### src/pkg/panel_timing_pkg.sv
// Constants shared by the panel switch strobe timing block.
// Assumes a single system clock and register indices that come from the serial access logic.
package panel_timing_pkg;

    // Register indices as seen by the serial configuration logic.
    localparam logic [7:0] RED_START_IDX = 8'h24;
    localparam logic [7:0] RED_END_IDX = 8'h25;
    localparam logic [7:0] GREEN_START_IDX = 8'h26;
    localparam logic [7:0] GREEN_END_IDX = 8'h27;
    localparam logic [7:0] BLUE_START_IDX = 8'h28;
    localparam logic [7:0] BLUE_END_IDX = 8'h29;
    localparam logic [7:0] AUX1_START_TIMING_IDX = 8'h2A;
    localparam logic [7:0] AUX1_END_TIMING_IDX = 8'h2B;
    localparam logic [7:0] AUX2_START_IDX = 8'h2C;
    localparam logic [7:0] AUX2_END_IDX = 8'h2D;
    localparam logic [7:0] AUX3_START_IDX = 8'h2E;
    localparam logic [7:0] AUX3_END_IDX = 8'h2F;
    localparam logic [7:0] AUX_OUTPUT_FUNCTION_IDX = 8'h30;
    localparam logic [7:0] GATE_ENABLE1_START_IDX = 8'h31;
    localparam logic [7:0] GATE_ENABLE1_END_IDX = 8'h32;
    localparam logic [7:0] DUMMY_LINE_SELECT_IDX = 8'h33;

    // Number of start/end timing slots: six strobes in pairs, then the gate enable pair.
    localparam int TIMING_SLOTS = 14;
    localparam logic [3:0] GATE_START_SLOT = 4'hC;
    localparam logic [3:0] GATE_END_SLOT = 4'hD;

    // Width of a timing value and the legal range of programmed counts.
    localparam int TIMING_WIDTH = 6;
    localparam logic [5:0] TIMING_MIN = 6'h01;
    localparam logic [5:0] TIMING_MAX = 6'h3B;

    // Reference clock: a line of 240 pixels splits into 60 quarter periods.
    localparam int LINE_PIXELS = 240;
    localparam int PIXELS_PER_REF = 4;
    localparam int REF_PER_LINE = LINE_PIXELS / PIXELS_PER_REF;

    // Field positions in the auxiliary function register.
    localparam int AUX2_LINE_POS_BIT = 0;
    localparam int AUX2_FRAME_POS_BIT = 1;
    localparam int AUX3_LINE_NEG_BIT = 2;
    localparam int AUX3_FRAME_NEG_BIT = 3;
    localparam int AUX_INVERT_BIT = 7;
    localparam logic [7:0] AUX_FUNCTION_MASK = 8'h8F;

    // Field position of the dummy line select bit.
    localparam int DUMMY_SEL_BIT = 0;

    // Values after reset.
    localparam logic [5:0] TIMING_RESET = 6'h00;
    localparam logic [7:0] AUX_FUNCTION_RESET = 8'h00;
    localparam logic DUMMY_SEL_RESET = 1'b1;

endpackage : panel_timing_pkg

### src/logic/strobe_window.sv
// One strobe window: goes active at the start count and inactive at the end count.
// Assumes the reference count and the window bounds are stable on the block's own clock.
`timescale 1ns/10ps
module strobe_window #(
    parameter int WIDTH = 6
) (
    input wire logic sys_clk_i,
    input wire logic nrst_i,
    input wire logic ce_i,
    input wire logic line_start_i,
    input wire logic [WIDTH-1:0] ref_count_i,
    input wire logic [WIDTH-1:0] start_i,
    input wire logic [WIDTH-1:0] end_i,
    output logic active_o
);

    // Set on the start count, cleared on the end count; the end count wins if both match.
    always_ff @(posedge sys_clk_i) begin
        if (!nrst_i) begin
            active_o <= 1'b0;
        end else if (ce_i) begin
            if (line_start_i) begin
                active_o <= 1'b0;
            end else if (ref_count_i == end_i) begin
                active_o <= 1'b0;
            end else if (ref_count_i == start_i) begin
                active_o <= 1'b1;
            end
        end
    end

endmodule : strobe_window

### src/logic/panel_switch_signal_timing.sv
// Colour switch strobes, auxiliary outputs and first gate output-enable for each line.
// Assumes line, frame, pixel and polarity inputs come from sync logic on sys_clk_i,
// and register writes come from the serial configuration logic on the same clock.
//
// How it works
// - Strobe and auxiliary edges are timed on a reference clock at a quarter of the pixel rate.
// - A 240-pixel line yields 60 reference periods for the comparisons.
// - Timing registers keep six low bits; software writes 01H to 3BH.
// - First auxiliary output pulses every line between its own start and end.
// - Line inversion: bit 0 limits second auxiliary output to positive-common lines.
// - Frame inversion: bit 1 limits it to first display line, positive frames.
// - Line inversion: bit 2 limits third auxiliary output to negative-common lines.
// - Frame inversion: bit 3 limits it to first display line, negative frames.
// - Bit 7 makes auxiliary outputs the inverted red, green, blue strobes.
// - Gate output-enable one is active between its start and end counts.
// - Dummy select 0 inserts a dummy first line per frame; 1 does not.
// - A dummy line repeats the data of the previous input line.
// - Timing registers are written through the eight-bit serial configuration path.
`timescale 1ns/10ps
module panel_switch_signal_timing #(
    parameter int LINE_PIXELS = panel_timing_pkg::LINE_PIXELS,
    parameter int PIXELS_PER_REF = panel_timing_pkg::PIXELS_PER_REF
) (
    input wire logic sys_clk_i,
    input wire logic nrst_i,
    input wire logic ce_i,
    input wire logic line_start_i,
    input wire logic frame_start_i,
    input wire logic pixel_tick_i,
    input wire logic common_polarity_i,
    input wire logic frame_inversion_i,
    input wire logic reg_wr_i,
    input wire logic [7:0] reg_addr_i,
    input wire logic [7:0] reg_wdata_i,
    output logic [7:0] reg_rdata_o,
    output logic red_switch_strobe_o,
    output logic green_switch_strobe_o,
    output logic blue_switch_strobe_o,
    output logic aux_output_one_o,
    output logic aux_output_two_o,
    output logic aux_output_three_o,
    output logic gate_output_enable_one_o,
    output logic repeat_prev_line_o
);

    // Reference periods per line, and the last count and divider values; the count saturates at REF_LAST.
    localparam int REF_PER_LINE = LINE_PIXELS / PIXELS_PER_REF;
    localparam logic [5:0] REF_LAST = 6'(REF_PER_LINE - 1);
    localparam logic [1:0] DIV_LAST = 2'(PIXELS_PER_REF - 1);

    ////////////////////////////////////////////////////////////////////////////////
    // Register decode.

    // Maps a register index to its timing slot; valid is low for any other index.
    function automatic logic [4:0] timing_slot(input logic [7:0] addr);
        logic [4:0] slot;
        slot = 5'h00;
        if (addr >= panel_timing_pkg::RED_START_IDX && addr <= panel_timing_pkg::AUX3_END_IDX) begin
            slot = {1'b1, 4'(addr - panel_timing_pkg::RED_START_IDX)};
        end else if (addr == panel_timing_pkg::GATE_ENABLE1_START_IDX) begin
            slot = {1'b1, panel_timing_pkg::GATE_START_SLOT};
        end else if (addr == panel_timing_pkg::GATE_ENABLE1_END_IDX) begin
            slot = {1'b1, panel_timing_pkg::GATE_END_SLOT};
        end
        return slot;
    endfunction : timing_slot

    // Timing and function registers take host writes at once; their shadows copy them at each line boundary.
    logic [5:0] timing_reg [0:panel_timing_pkg::TIMING_SLOTS-1];
    logic [5:0] timing_shadow_reg [0:panel_timing_pkg::TIMING_SLOTS-1];
    logic [7:0] aux_function_reg;
    logic [7:0] aux_function_shadow_reg;
    logic dummy_sel_reg;
    logic [4:0] wr_slot;
    logic [4:0] rd_slot;

    assign wr_slot = timing_slot(reg_addr_i);
    assign rd_slot = timing_slot(reg_addr_i);

    ////////////////////////////////////////////////////////////////////////////////
    // Configuration registers written from the serial configuration path.

    // Timing slots keep only the six low bits of the written byte.
    always_ff @(posedge sys_clk_i) begin
        if (!nrst_i) begin
            for (int i = 0; i < panel_timing_pkg::TIMING_SLOTS; i++) begin
                timing_reg[i] <= panel_timing_pkg::TIMING_RESET;
            end
        end else if (ce_i && reg_wr_i && wr_slot[4]) begin
            timing_reg[wr_slot[3:0]] <= reg_wdata_i[5:0];
        end
    end

    // Function register; prohibited bits are not stored and read back as zero.
    always_ff @(posedge sys_clk_i) begin
        if (!nrst_i) begin
            aux_function_reg <= panel_timing_pkg::AUX_FUNCTION_RESET;
        end else if (ce_i && reg_wr_i && reg_addr_i == panel_timing_pkg::AUX_OUTPUT_FUNCTION_IDX) begin
            aux_function_reg <= reg_wdata_i & panel_timing_pkg::AUX_FUNCTION_MASK;
        end
    end

    // Dummy line select keeps bit 0 only.
    always_ff @(posedge sys_clk_i) begin
        if (!nrst_i) begin
            dummy_sel_reg <= panel_timing_pkg::DUMMY_SEL_RESET;
        end else if (ce_i && reg_wr_i && reg_addr_i == panel_timing_pkg::DUMMY_LINE_SELECT_IDX) begin
            dummy_sel_reg <= reg_wdata_i[panel_timing_pkg::DUMMY_SEL_BIT];
        end
    end

    // Read data is registered; unmapped indices read as zero.
    always_ff @(posedge sys_clk_i) begin
        if (!nrst_i) begin
            reg_rdata_o <= 8'h00;
        end else if (ce_i) begin
            if (rd_slot[4]) begin
                reg_rdata_o <= {2'b00, timing_reg[rd_slot[3:0]]};
            end else if (reg_addr_i == panel_timing_pkg::AUX_OUTPUT_FUNCTION_IDX) begin
                reg_rdata_o <= aux_function_reg;
            end else if (reg_addr_i == panel_timing_pkg::DUMMY_LINE_SELECT_IDX) begin
                reg_rdata_o <= {7'h00, dummy_sel_reg};
            end else begin
                reg_rdata_o <= 8'h00;
            end
        end
    end

    ////////////////////////////////////////////////////////////////////////////////
    // Per-line shadows: settings change only at a line boundary so no strobe is cut.

    always_ff @(posedge sys_clk_i) begin
        if (!nrst_i) begin
            for (int i = 0; i < panel_timing_pkg::TIMING_SLOTS; i++) begin
                timing_shadow_reg[i] <= panel_timing_pkg::TIMING_RESET;
            end
            aux_function_shadow_reg <= panel_timing_pkg::AUX_FUNCTION_RESET;
        end else if (ce_i && line_start_i) begin
            for (int i = 0; i < panel_timing_pkg::TIMING_SLOTS; i++) begin
                timing_shadow_reg[i] <= timing_reg[i];
            end
            aux_function_shadow_reg <= aux_function_reg;
        end
    end

    ////////////////////////////////////////////////////////////////////////////////
    // Quarter-pixel-rate reference counter.

    // The divider and the count restart together, so every line starts from reference count zero.
    logic [1:0] pix_div_reg;
    logic [5:0] ref_count_reg;

    // Four pixel ticks make one reference period; the count holds at the last period.
    always_ff @(posedge sys_clk_i) begin
        if (!nrst_i) begin
            pix_div_reg <= 2'h0;
            ref_count_reg <= 6'h00;
        end else if (ce_i) begin
            if (line_start_i) begin
                pix_div_reg <= 2'h0;
                ref_count_reg <= 6'h00;
            end else if (pixel_tick_i) begin
                if (pix_div_reg == DIV_LAST) begin
                    pix_div_reg <= 2'h0;
                    if (ref_count_reg != REF_LAST) begin
                        ref_count_reg <= ref_count_reg + 6'h01;
                    end
                end else begin
                    pix_div_reg <= pix_div_reg + 2'h1;
                end
            end
        end
    end

    ////////////////////////////////////////////////////////////////////////////////
    // Line position within the frame, dummy line and common polarity per line.

    // With dummy select 0 the first line of a frame is the dummy line and the second is the first display line.
    // The index only has to tell lines 0, 1 and later apart, so two saturating bits are enough.
    logic [1:0] line_index_reg;
    logic line_pol_reg;
    logic dummy_line_reg;
    logic first_display_reg;
    logic [1:0] line_index_next;
    logic dummy_line_next;

    // The line index counts lines of the frame and saturates at 3, from the fourth line on.
    assign line_index_next = frame_start_i ? 2'h0 : ((line_index_reg == 2'h3) ? 2'h3 : line_index_reg + 2'h1);
    assign dummy_line_next = (line_index_next == 2'h0) && !dummy_sel_reg;

    // Line state is captured at the line boundary and holds through the line.
    always_ff @(posedge sys_clk_i) begin
        if (!nrst_i) begin
            line_index_reg <= 2'h3;
            line_pol_reg <= 1'b0;
            dummy_line_reg <= 1'b0;
            first_display_reg <= 1'b0;
        end else if (ce_i && line_start_i) begin
            line_index_reg <= line_index_next;
            line_pol_reg <= common_polarity_i;
            dummy_line_reg <= dummy_line_next;
            first_display_reg <= dummy_sel_reg ? (line_index_next == 2'h0) : (line_index_next == 2'h1);
        end
    end

    // The data path repeats the previous input line while this flag is high.
    always_ff @(posedge sys_clk_i) begin
        if (!nrst_i) begin
            repeat_prev_line_o <= 1'b0;
        end else if (ce_i) begin
            repeat_prev_line_o <= dummy_line_reg;
        end
    end

    ////////////////////////////////////////////////////////////////////////////////
    // Strobe windows for the three switches, three auxiliary outputs and gate enable.

    // Slots pair up as start and end: red, green, blue, three auxiliaries, then the gate enable.
    // Window g reads slots 2g and 2g+1, which is why the gate pair sits in slots 12 and 13.
    logic [6:0] window_active;

    for (genvar g = 0; g < 7; g++) begin : gen_window
        strobe_window #(
            .WIDTH(panel_timing_pkg::TIMING_WIDTH)
        ) u_window (
            .sys_clk_i(sys_clk_i),
            .nrst_i(nrst_i),
            .ce_i(ce_i),
            .line_start_i(line_start_i),
            .ref_count_i(ref_count_reg),
            .start_i(timing_shadow_reg[2 * g]),
            .end_i(timing_shadow_reg[2 * g + 1]),
            .active_o(window_active[g])
        );
    end

    ////////////////////////////////////////////////////////////////////////////////
    // Line qualification of the second and third auxiliary outputs.

    logic aux_two_line_en;
    logic aux_three_line_en;

    // Line inversion filters by line polarity; frame inversion by first display line.
    // The inversion mode is read live, since the register that holds it lies outside this block.
    always_comb begin
        aux_two_line_en = 1'b1;
        aux_three_line_en = 1'b1;
        if (!frame_inversion_i) begin
            if (aux_function_shadow_reg[panel_timing_pkg::AUX2_LINE_POS_BIT]) begin
                aux_two_line_en = line_pol_reg;
            end
            if (aux_function_shadow_reg[panel_timing_pkg::AUX3_LINE_NEG_BIT]) begin
                aux_three_line_en = !line_pol_reg;
            end
        end else begin
            if (aux_function_shadow_reg[panel_timing_pkg::AUX2_FRAME_POS_BIT]) begin
                aux_two_line_en = first_display_reg && line_pol_reg;
            end
            if (aux_function_shadow_reg[panel_timing_pkg::AUX3_FRAME_NEG_BIT]) begin
                aux_three_line_en = first_display_reg && !line_pol_reg;
            end
        end
    end

    ////////////////////////////////////////////////////////////////////////////////
    // Output flops.

    // Colour switches and the gate enable follow their windows directly.
    always_ff @(posedge sys_clk_i) begin
        if (!nrst_i) begin
            red_switch_strobe_o <= 1'b0;
            green_switch_strobe_o <= 1'b0;
            blue_switch_strobe_o <= 1'b0;
            gate_output_enable_one_o <= 1'b0;
        end else if (ce_i) begin
            red_switch_strobe_o <= window_active[0];
            green_switch_strobe_o <= window_active[1];
            blue_switch_strobe_o <= window_active[2];
            gate_output_enable_one_o <= window_active[6];
        end
    end

    // Auxiliary outputs either invert the colour windows or follow their own windows.
    // The function shadow is used, so a mode change never splits one line between two behaviours.
    always_ff @(posedge sys_clk_i) begin
        if (!nrst_i) begin
            aux_output_one_o <= 1'b0;
            aux_output_two_o <= 1'b0;
            aux_output_three_o <= 1'b0;
        end else if (ce_i) begin
            if (aux_function_shadow_reg[panel_timing_pkg::AUX_INVERT_BIT]) begin
                aux_output_one_o <= !window_active[0];
                aux_output_two_o <= !window_active[1];
                aux_output_three_o <= !window_active[2];
            end else begin
                aux_output_one_o <= window_active[3];
                aux_output_two_o <= window_active[4] && aux_two_line_en;
                aux_output_three_o <= window_active[5] && aux_three_line_en;
            end
        end
    end

endmodule : panel_switch_signal_timing

### config.mk
export PLATFORM = sky130hd
export DESIGN_NAME = panel_switch_signal_timing
export DESIGN_NICKNAME = d
export VERILOG_FILES = /design/src/pkg/panel_timing_pkg.sv /design/src/logic/strobe_window.sv /design/src/logic/panel_switch_signal_timing.sv
export SDC_FILE = /design/constraint.sdc
export NUM_CORES = 1
export LEC_CHECK = 0
export BUFFER_PORTS_ARGS = -buffer_cell sky130_fd_sc_hd__buf_4
export CAP_MARGIN = 0
export CORE_MARGIN = 8
export CORE_UTILIZATION = 35
export CTS_CLUSTER_DIAMETER = 100
export CTS_CLUSTER_SIZE = 16
export DETAILED_ROUTE_END_ITERATION = 16
export PLACE_DENSITY_LB_ADDON = 0.1
export SYNTH_ARGS = -nofsm -noshare
export SYNTH_HDL_FRONTEND = slang
export SYNTH_SLANG_ARGS = --single-unit
export TNS_END_PERCENT = 20
### constraint.sdc
create_clock -name sys_clk_i -period 3.8 [get_ports sys_clk_i]
set_input_delay 0.76 -clock sys_clk_i [delete_from_list [all_inputs] [get_ports sys_clk_i]]
set_output_delay 0.76 -clock sys_clk_i [all_outputs]
set_load 0.005 [all_outputs]
After elaboration in Yosys (flattened, before gate mapping)
Memories as Yosys holds them, arrays and structs flattened.
Index checks and enable logic that the tools add are counted.
Storage, ports and cells
  input bits: 25
  word-level logic and storage cells: 176
  RAM bits: 168
  memories kept: 2
  flip-flop bits (word level): 47
Memory list
  timing_reg: depth 14, width 6, rd ports 15, clocked after Yosys merged registers in 0, wr ports 14, RTL line panel_switch_signal_timing.sv:69  | logic [5:0] timing_reg [0:panel_timing_pkg::TIMING_SLOTS-1];
  timing_shadow_reg: depth 14, width 6, rd ports 14, clocked after Yosys merged registers in 0, wr ports 14, RTL line panel_switch_signal_timing.sv:70  | logic [5:0] timing_shadow_reg [0:panel_timing_pkg::TIMING_SLOTS-1];
Operators by class
  $add $sub $neg: 4
  reduce and logical (&&, ||, !) cells: 37
  bitwise gates (word level): 14
  equal/unequal tests: 22
  multiplexer cells: 70
  order comparisons: 2
Operators with widths (count)
  6-bit 2-to-1 mux: 19
  6-bit == test: 14
  1-bit 2-to-1 mux: 40
  8-bit by 6-bit == test with 1-bit output, second input constant: 4
  3-bit nonzero test: 7
  8-bit 2-to-1 mux: 2
  2-bit AND reduction: 8
  5-bit 2-to-1 mux: 3
  1-bit OR: 14
  1-bit logical AND: 11
  2-bit 2-to-1 mux: 5
  8-bit by 6-bit >= comparator with 1-bit output, second input constant: 1
  8-bit by 6-bit less-or-equal comparator with 1-bit output, second input constant: 1
  6-bit by 1-bit adder with 6-bit output, second input constant: 1
  6-bit inequality test, second input constant: 1
  2-bit nonzero test: 3
  6-bit OR reduction: 1
  1-bit zero test: 5
  2-bit by 1-bit adder with 2-bit output, second input constant: 2
  2-bit == test, second input constant: 2
  4-bit 2-to-1 mux: 1
  4-bit AND reduction: 1
  4-bit by 3-bit subtractor with 4-bit output, second input constant: 1
  2-bit by 1-bit == test with 1-bit output, second input constant: 1
  2-bit zero test: 1

Logic depth before layout (Yosys ltp)
  depth in word-level cells: 10
  depth in mapped cells: 10

Cells and area by module
Synthesis repeated with hierarchy kept, for this count alone.
Second synthesis, totals
  cells, all modules: 856
  area total of the unflattened synthesis: 10667.7 um^2
Modules (own cells, without submodules)
  panel_switch_signal_timing: area an instance 9467.8 um^2, instances 1, cells an instance 723, seq. area each 6185.9 um^2
  strobe_window: area an instance 171.4 um^2, instances 7, cells an instance 19, seq. area each 20.0 um^2

Worst setup path after synthesis
OpenSTA, ideal clock, no wires.
  kind: input to register
  start: in line_start_i
  end: mem timing_shadow_reg[0][0], enable pin
  stages on the path: 3
  path buffers: 1
  required time: 2.937 ns
  arrival: 2.631 ns
  setup slack: 0.305 ns
  cells stage by stage: nand2_1 clkbuf_1 nand2_1
RTL lines
  from (decl): RTL line panel_switch_signal_timing.sv:27  | input wire logic line_start_i,
  to (decl): RTL line panel_switch_signal_timing.sv:70

==> impl_metrics.env <==
export IMPL_ys_ff_latch=226
export IMPL_core_area_mm2=0.03027
export IMPL_num_nets_final=958
export IMPL_crit_path_cell_trace="buf_4, inv_1, ha_1, or3b_1, a21o_1, or3_1, o21ai_1"
export IMPL_switching_share_pct=22.71
export IMPL_syn_cell_area_mm2=0.01066
export IMPL_cpMaxStageDelayCell="o21ai_1"
export IMPL_clk_pin_slew_worst_paths_ps=70
export IMPL_slew_violations=0
export IMPL_fin_ws_ps=1113
export IMPL_core_rowCount=64
export IMPL_clock_sinks=226
export IMPL_comb_power_share_pct=6.9
export IMPL_status="finished, final reports clean"
export IMPL_post_cts_buffers=0
export IMPL_clk_latency_ps=500
export IMPL_fillCellCount=2902
export IMPL_skew_ps=12.12
export IMPL_finalCriticalPeriod_ps=2687
export IMPL_start_kind="input port"
export IMPL_n_antenna_cell=0
export IMPL_multi_input_area_mm2=0.004073
export IMPL_hold_viol=0
export IMPL_required_ps=3940
export IMPL_met3_length_mm=1.293
export IMPL_clkPwrFrac_pct=36.4
export IMPL_yosysWarnings=0
export IMPL_grt_first_pass_wirelength_mm=41.34
export IMPL_rsz0062_at_grt="false"
export IMPL_antenna_found_initial=0
export IMPL_portBuffers=38
export IMPL_dpl_hpwl_mm=18.33
export IMPL_reg2reg_depth=8
export IMPL_drt_pre_antenna_iters=4
export IMPL_cts_tree="built"
export IMPL_drtAntennaViolNets=0
export IMPL_dpl_cell_area_mm2=0.01156
export IMPL_grtUsageTotal_pct=15.18
export IMPL_ys_async_sr_fraction_pct=0
export IMPL_cts_resized_gates=0
export IMPL_regArea_mm2=0.006326
export IMPL_grt_max_degree=61
export IMPL_synth_cell_types=55
export IMPL_maxCapViolCount=0
export IMPL_p_switching_uw=1135
export IMPL_r2r_start="ref_count_reg[1]"
export IMPL_max_vdd_ir_drop_mv=0.2278
export IMPL_clockBufferDepth=3
export IMPL_criticalPathCategory="in2reg"
export IMPL_critical_path_arrival_ps=2820
export IMPL_p_leak_uw=0.004474
export IMPL_pre_cts_slack_ps=616.0
export IMPL_min_to="dummy_line_reg"
export IMPL_place_inst=1304
export IMPL_synth_enable_flop_cells=180
export IMPL_rr_endpoint="ref_count_reg[5]"
export IMPL_die_h_um=190.5
export IMPL_fin_crit_sh_pct=70.70
export IMPL_fmax_mhz=372.2
export IMPL_relSlewSlack_pct=51.32
export IMPL_cellPowerDensity_mw_per_mm2=413.4
export IMPL_top_layer_used="met4"
export IMPL_first_global_vias=6482
export IMPL_m1WireLength_mm=12.60
export IMPL_critPathMaxFanout=10
export IMPL_synth_top_flop_cell="edfxtp_1"
export IMPL_stdcell_area_mm2=0.01209
export IMPL_avgRoutedWirePerCell_um=20.53
export IMPL_die_width_um=190.5
export IMPL_startpoint="reg_addr_i[3]"
export IMPL_hold_buffers=0
export IMPL_holdPathStages=2
export IMPL_drt_iter0_drc=397
export IMPL_io_pins=41
export IMPL_viasPerCell=4.883
export IMPL_place_congestion=0.7867
export IMPL_rrSetupSlack_ps=1510
export IMPL_end_kind="flip-flop"
export IMPL_largest_reg_flops=96
export IMPL_min_path_type="reg2reg"
export IMPL_drc=0
export IMPL_layout_cells_non_filler=1335
export IMPL_syn_num_nets=915
export IMPL_cts_root_buf="clkbuf_16"
export IMPL_wl_mm=27.40
export IMPL_area_delta_synth_final_pct=13.46
export IMPL_p_int_uw=3863
export IMPL_dieArea_mm2=0.03629
export IMPL_tns_ps=0
export IMPL_cts_buffers=18
export IMPL_hp_start="dummy_line_reg"
export IMPL_finalSetupViolations=0
export IMPL_vias=6519
export IMPL_syn_area_per_cell_um2=12.04
export IMPL_yosysSeqAreaShare_pct=59.36
export IMPL_syn_instance_count=885
export IMPL_htreeDepth=1
export IMPL_globalRouteOverflowTotal=0
export IMPL_wl_met2_mm=12.90
export IMPL_initial_core_util_pct=35.21
export IMPL_worst_slew_pin_slew_ps=720.0
export IMPL_seq_power_share_pct=56.7
export IMPL_crit_path_max_incr_delay_ps=570
export IMPL_drive_gt1_share_pct=12.46
==> through the flow <==
stage	power (uW)	util (%)	hold WS (ps)
finish	4999	39.94	463.2
global route	5204	39.94	514.4
CTS	5085	39.94	467.2
detailed placement	3245	38.18	458.1
global placement	3242	38.18	453.6
floorplan	3091	-	440.7
==> area by class of cell <==
cell class | count | area share [%]
Clock buffer | 30 | 4.274
Clock inverter | 1 | 0.1345
Inverter | 10 | 0.3105
Multi-Input combinational cell | 592 | 33.69
Sequential cell | 226 | 52.32
Tap cell | 396 | 4.098
Timing Repair Buffer | 80 | 5.174
==> critical path, delay by kind of cell <==
family | cells | cell delay [ps]
AOI/OAI and AO/OA | 2 | 780
adders and majority gates | 1 | 150
buffers and inverters | 2 | 190
and+or+nand+nor | 2 | 940
==> power by group through the flow <==
stage | sequential, uW | clock, uW | combinational [uW]
6_report | 2830 | 1820 | 344
5_1_grt | 2850 | 1980 | 379
4_1_cts | 2840 | 1900 | 353
3_5_place_dp | 2890 | 0 | 352
3_3_place_gp | 2890 | 0 | 351
2_1_floorplan | 2880 | 0 | 212
==> synth_stat cells (5+ instances only) <==
cell / count / area share (%)
nand2_1: 31 / 1.1
a41oi_1: 7 / 0.58
ha_1: 5 / 0.59
inv_1: 10 / 0.35
xor2_1: 43 / 3.5
o221ai_1: 6 / 0.49
a21boi_0: 7 / 0.49
nand2b_1: 5 / 0.29
a2bb2oi_1: 20 / 1.6
nand3_1: 8 / 0.38
buf_1: 5 / 0.18
dfxtp_1: 46 / 8.6
nor4_1: 22 / 1.3
o21ai_1: 9 / 0.42
and2_1: 171 / 10
edfxtp_1: 180 / 51
nor2b_1: 20 / 1.2
a21oi_1: 25 / 1.2
mux2i_1: 35 / 3.3
o21ai_0: 37 / 1.7
nor2_1: 22 / 0.77
clkbuf_1: 43 / 1.5
nand4_1: 11 / 0.65
nor3_1: 14 / 0.66
xnor2_1: 44 / 3.6
buf_2: 7 / 0.33
==> routing by layer <==
layer	up-vias	global-route usage, %
met1	3125	20.26
li1	3242	-
met2	121	25.27
met5	-	0
met4	0	3.938
met3	31	2.505
==> worst max path at each step <==
stage | to | depth (start not counted)
after global routing | timing_reg[9][3] | 7
final | timing_reg[9][5] | 7
after detailed placement | timing_reg[9][0] | 7
after floorplan | timing_shadow_reg[0][0] | 3
after CTS | timing_reg[9][3] | 7
after global placement | timing_reg[11][3] | 7
==> cells by family after synthesis <==
family                   count (synthesis)  synth area share (%)
flip-flops                             226                 59.36
buffers and inverters                   67                 2.548
other                                    1               0.03519
AND/OR/NAND/NOR                        326                 18.29
multiplexers                            39                 3.710
AO/OA/AOI/OAI                          134                 8.313
XOR/XNOR                                87                 7.150
adder cells (fa/ha/maj)                  5                0.5871
==> cells in the final DEF, fill, tap and decap left out, types with 3 or more instances in the layout <==
cell       count
a21boi_0       7
a21oi_1       25
a21oi_2        3
a22o_1         4
a2bb2oi_1     20
a31oi_1        3
a41oi_1        7
and2_1       171
and3_1         4
buf_4         78
clkbuf_1      11
clkbuf_16     19
dfxtp_1       46
edfxtp_1     180
ha_1           5
inv_1         10
mux2_2         4
mux2i_1       35
nand2_1       30
nand2b_1       5
nand3_1        8
nand4_1       11
nor2_1        22
nor2_4         4
nor2b_1       20
nor3_1        14
nor3b_1        4
nor4_1        22
o211a_1        3
o21ai_0       37
o21ai_1        9
o221ai_1       5
xnor2_1       44
xor2_1        43
Power figures use the tool's default switching activity.
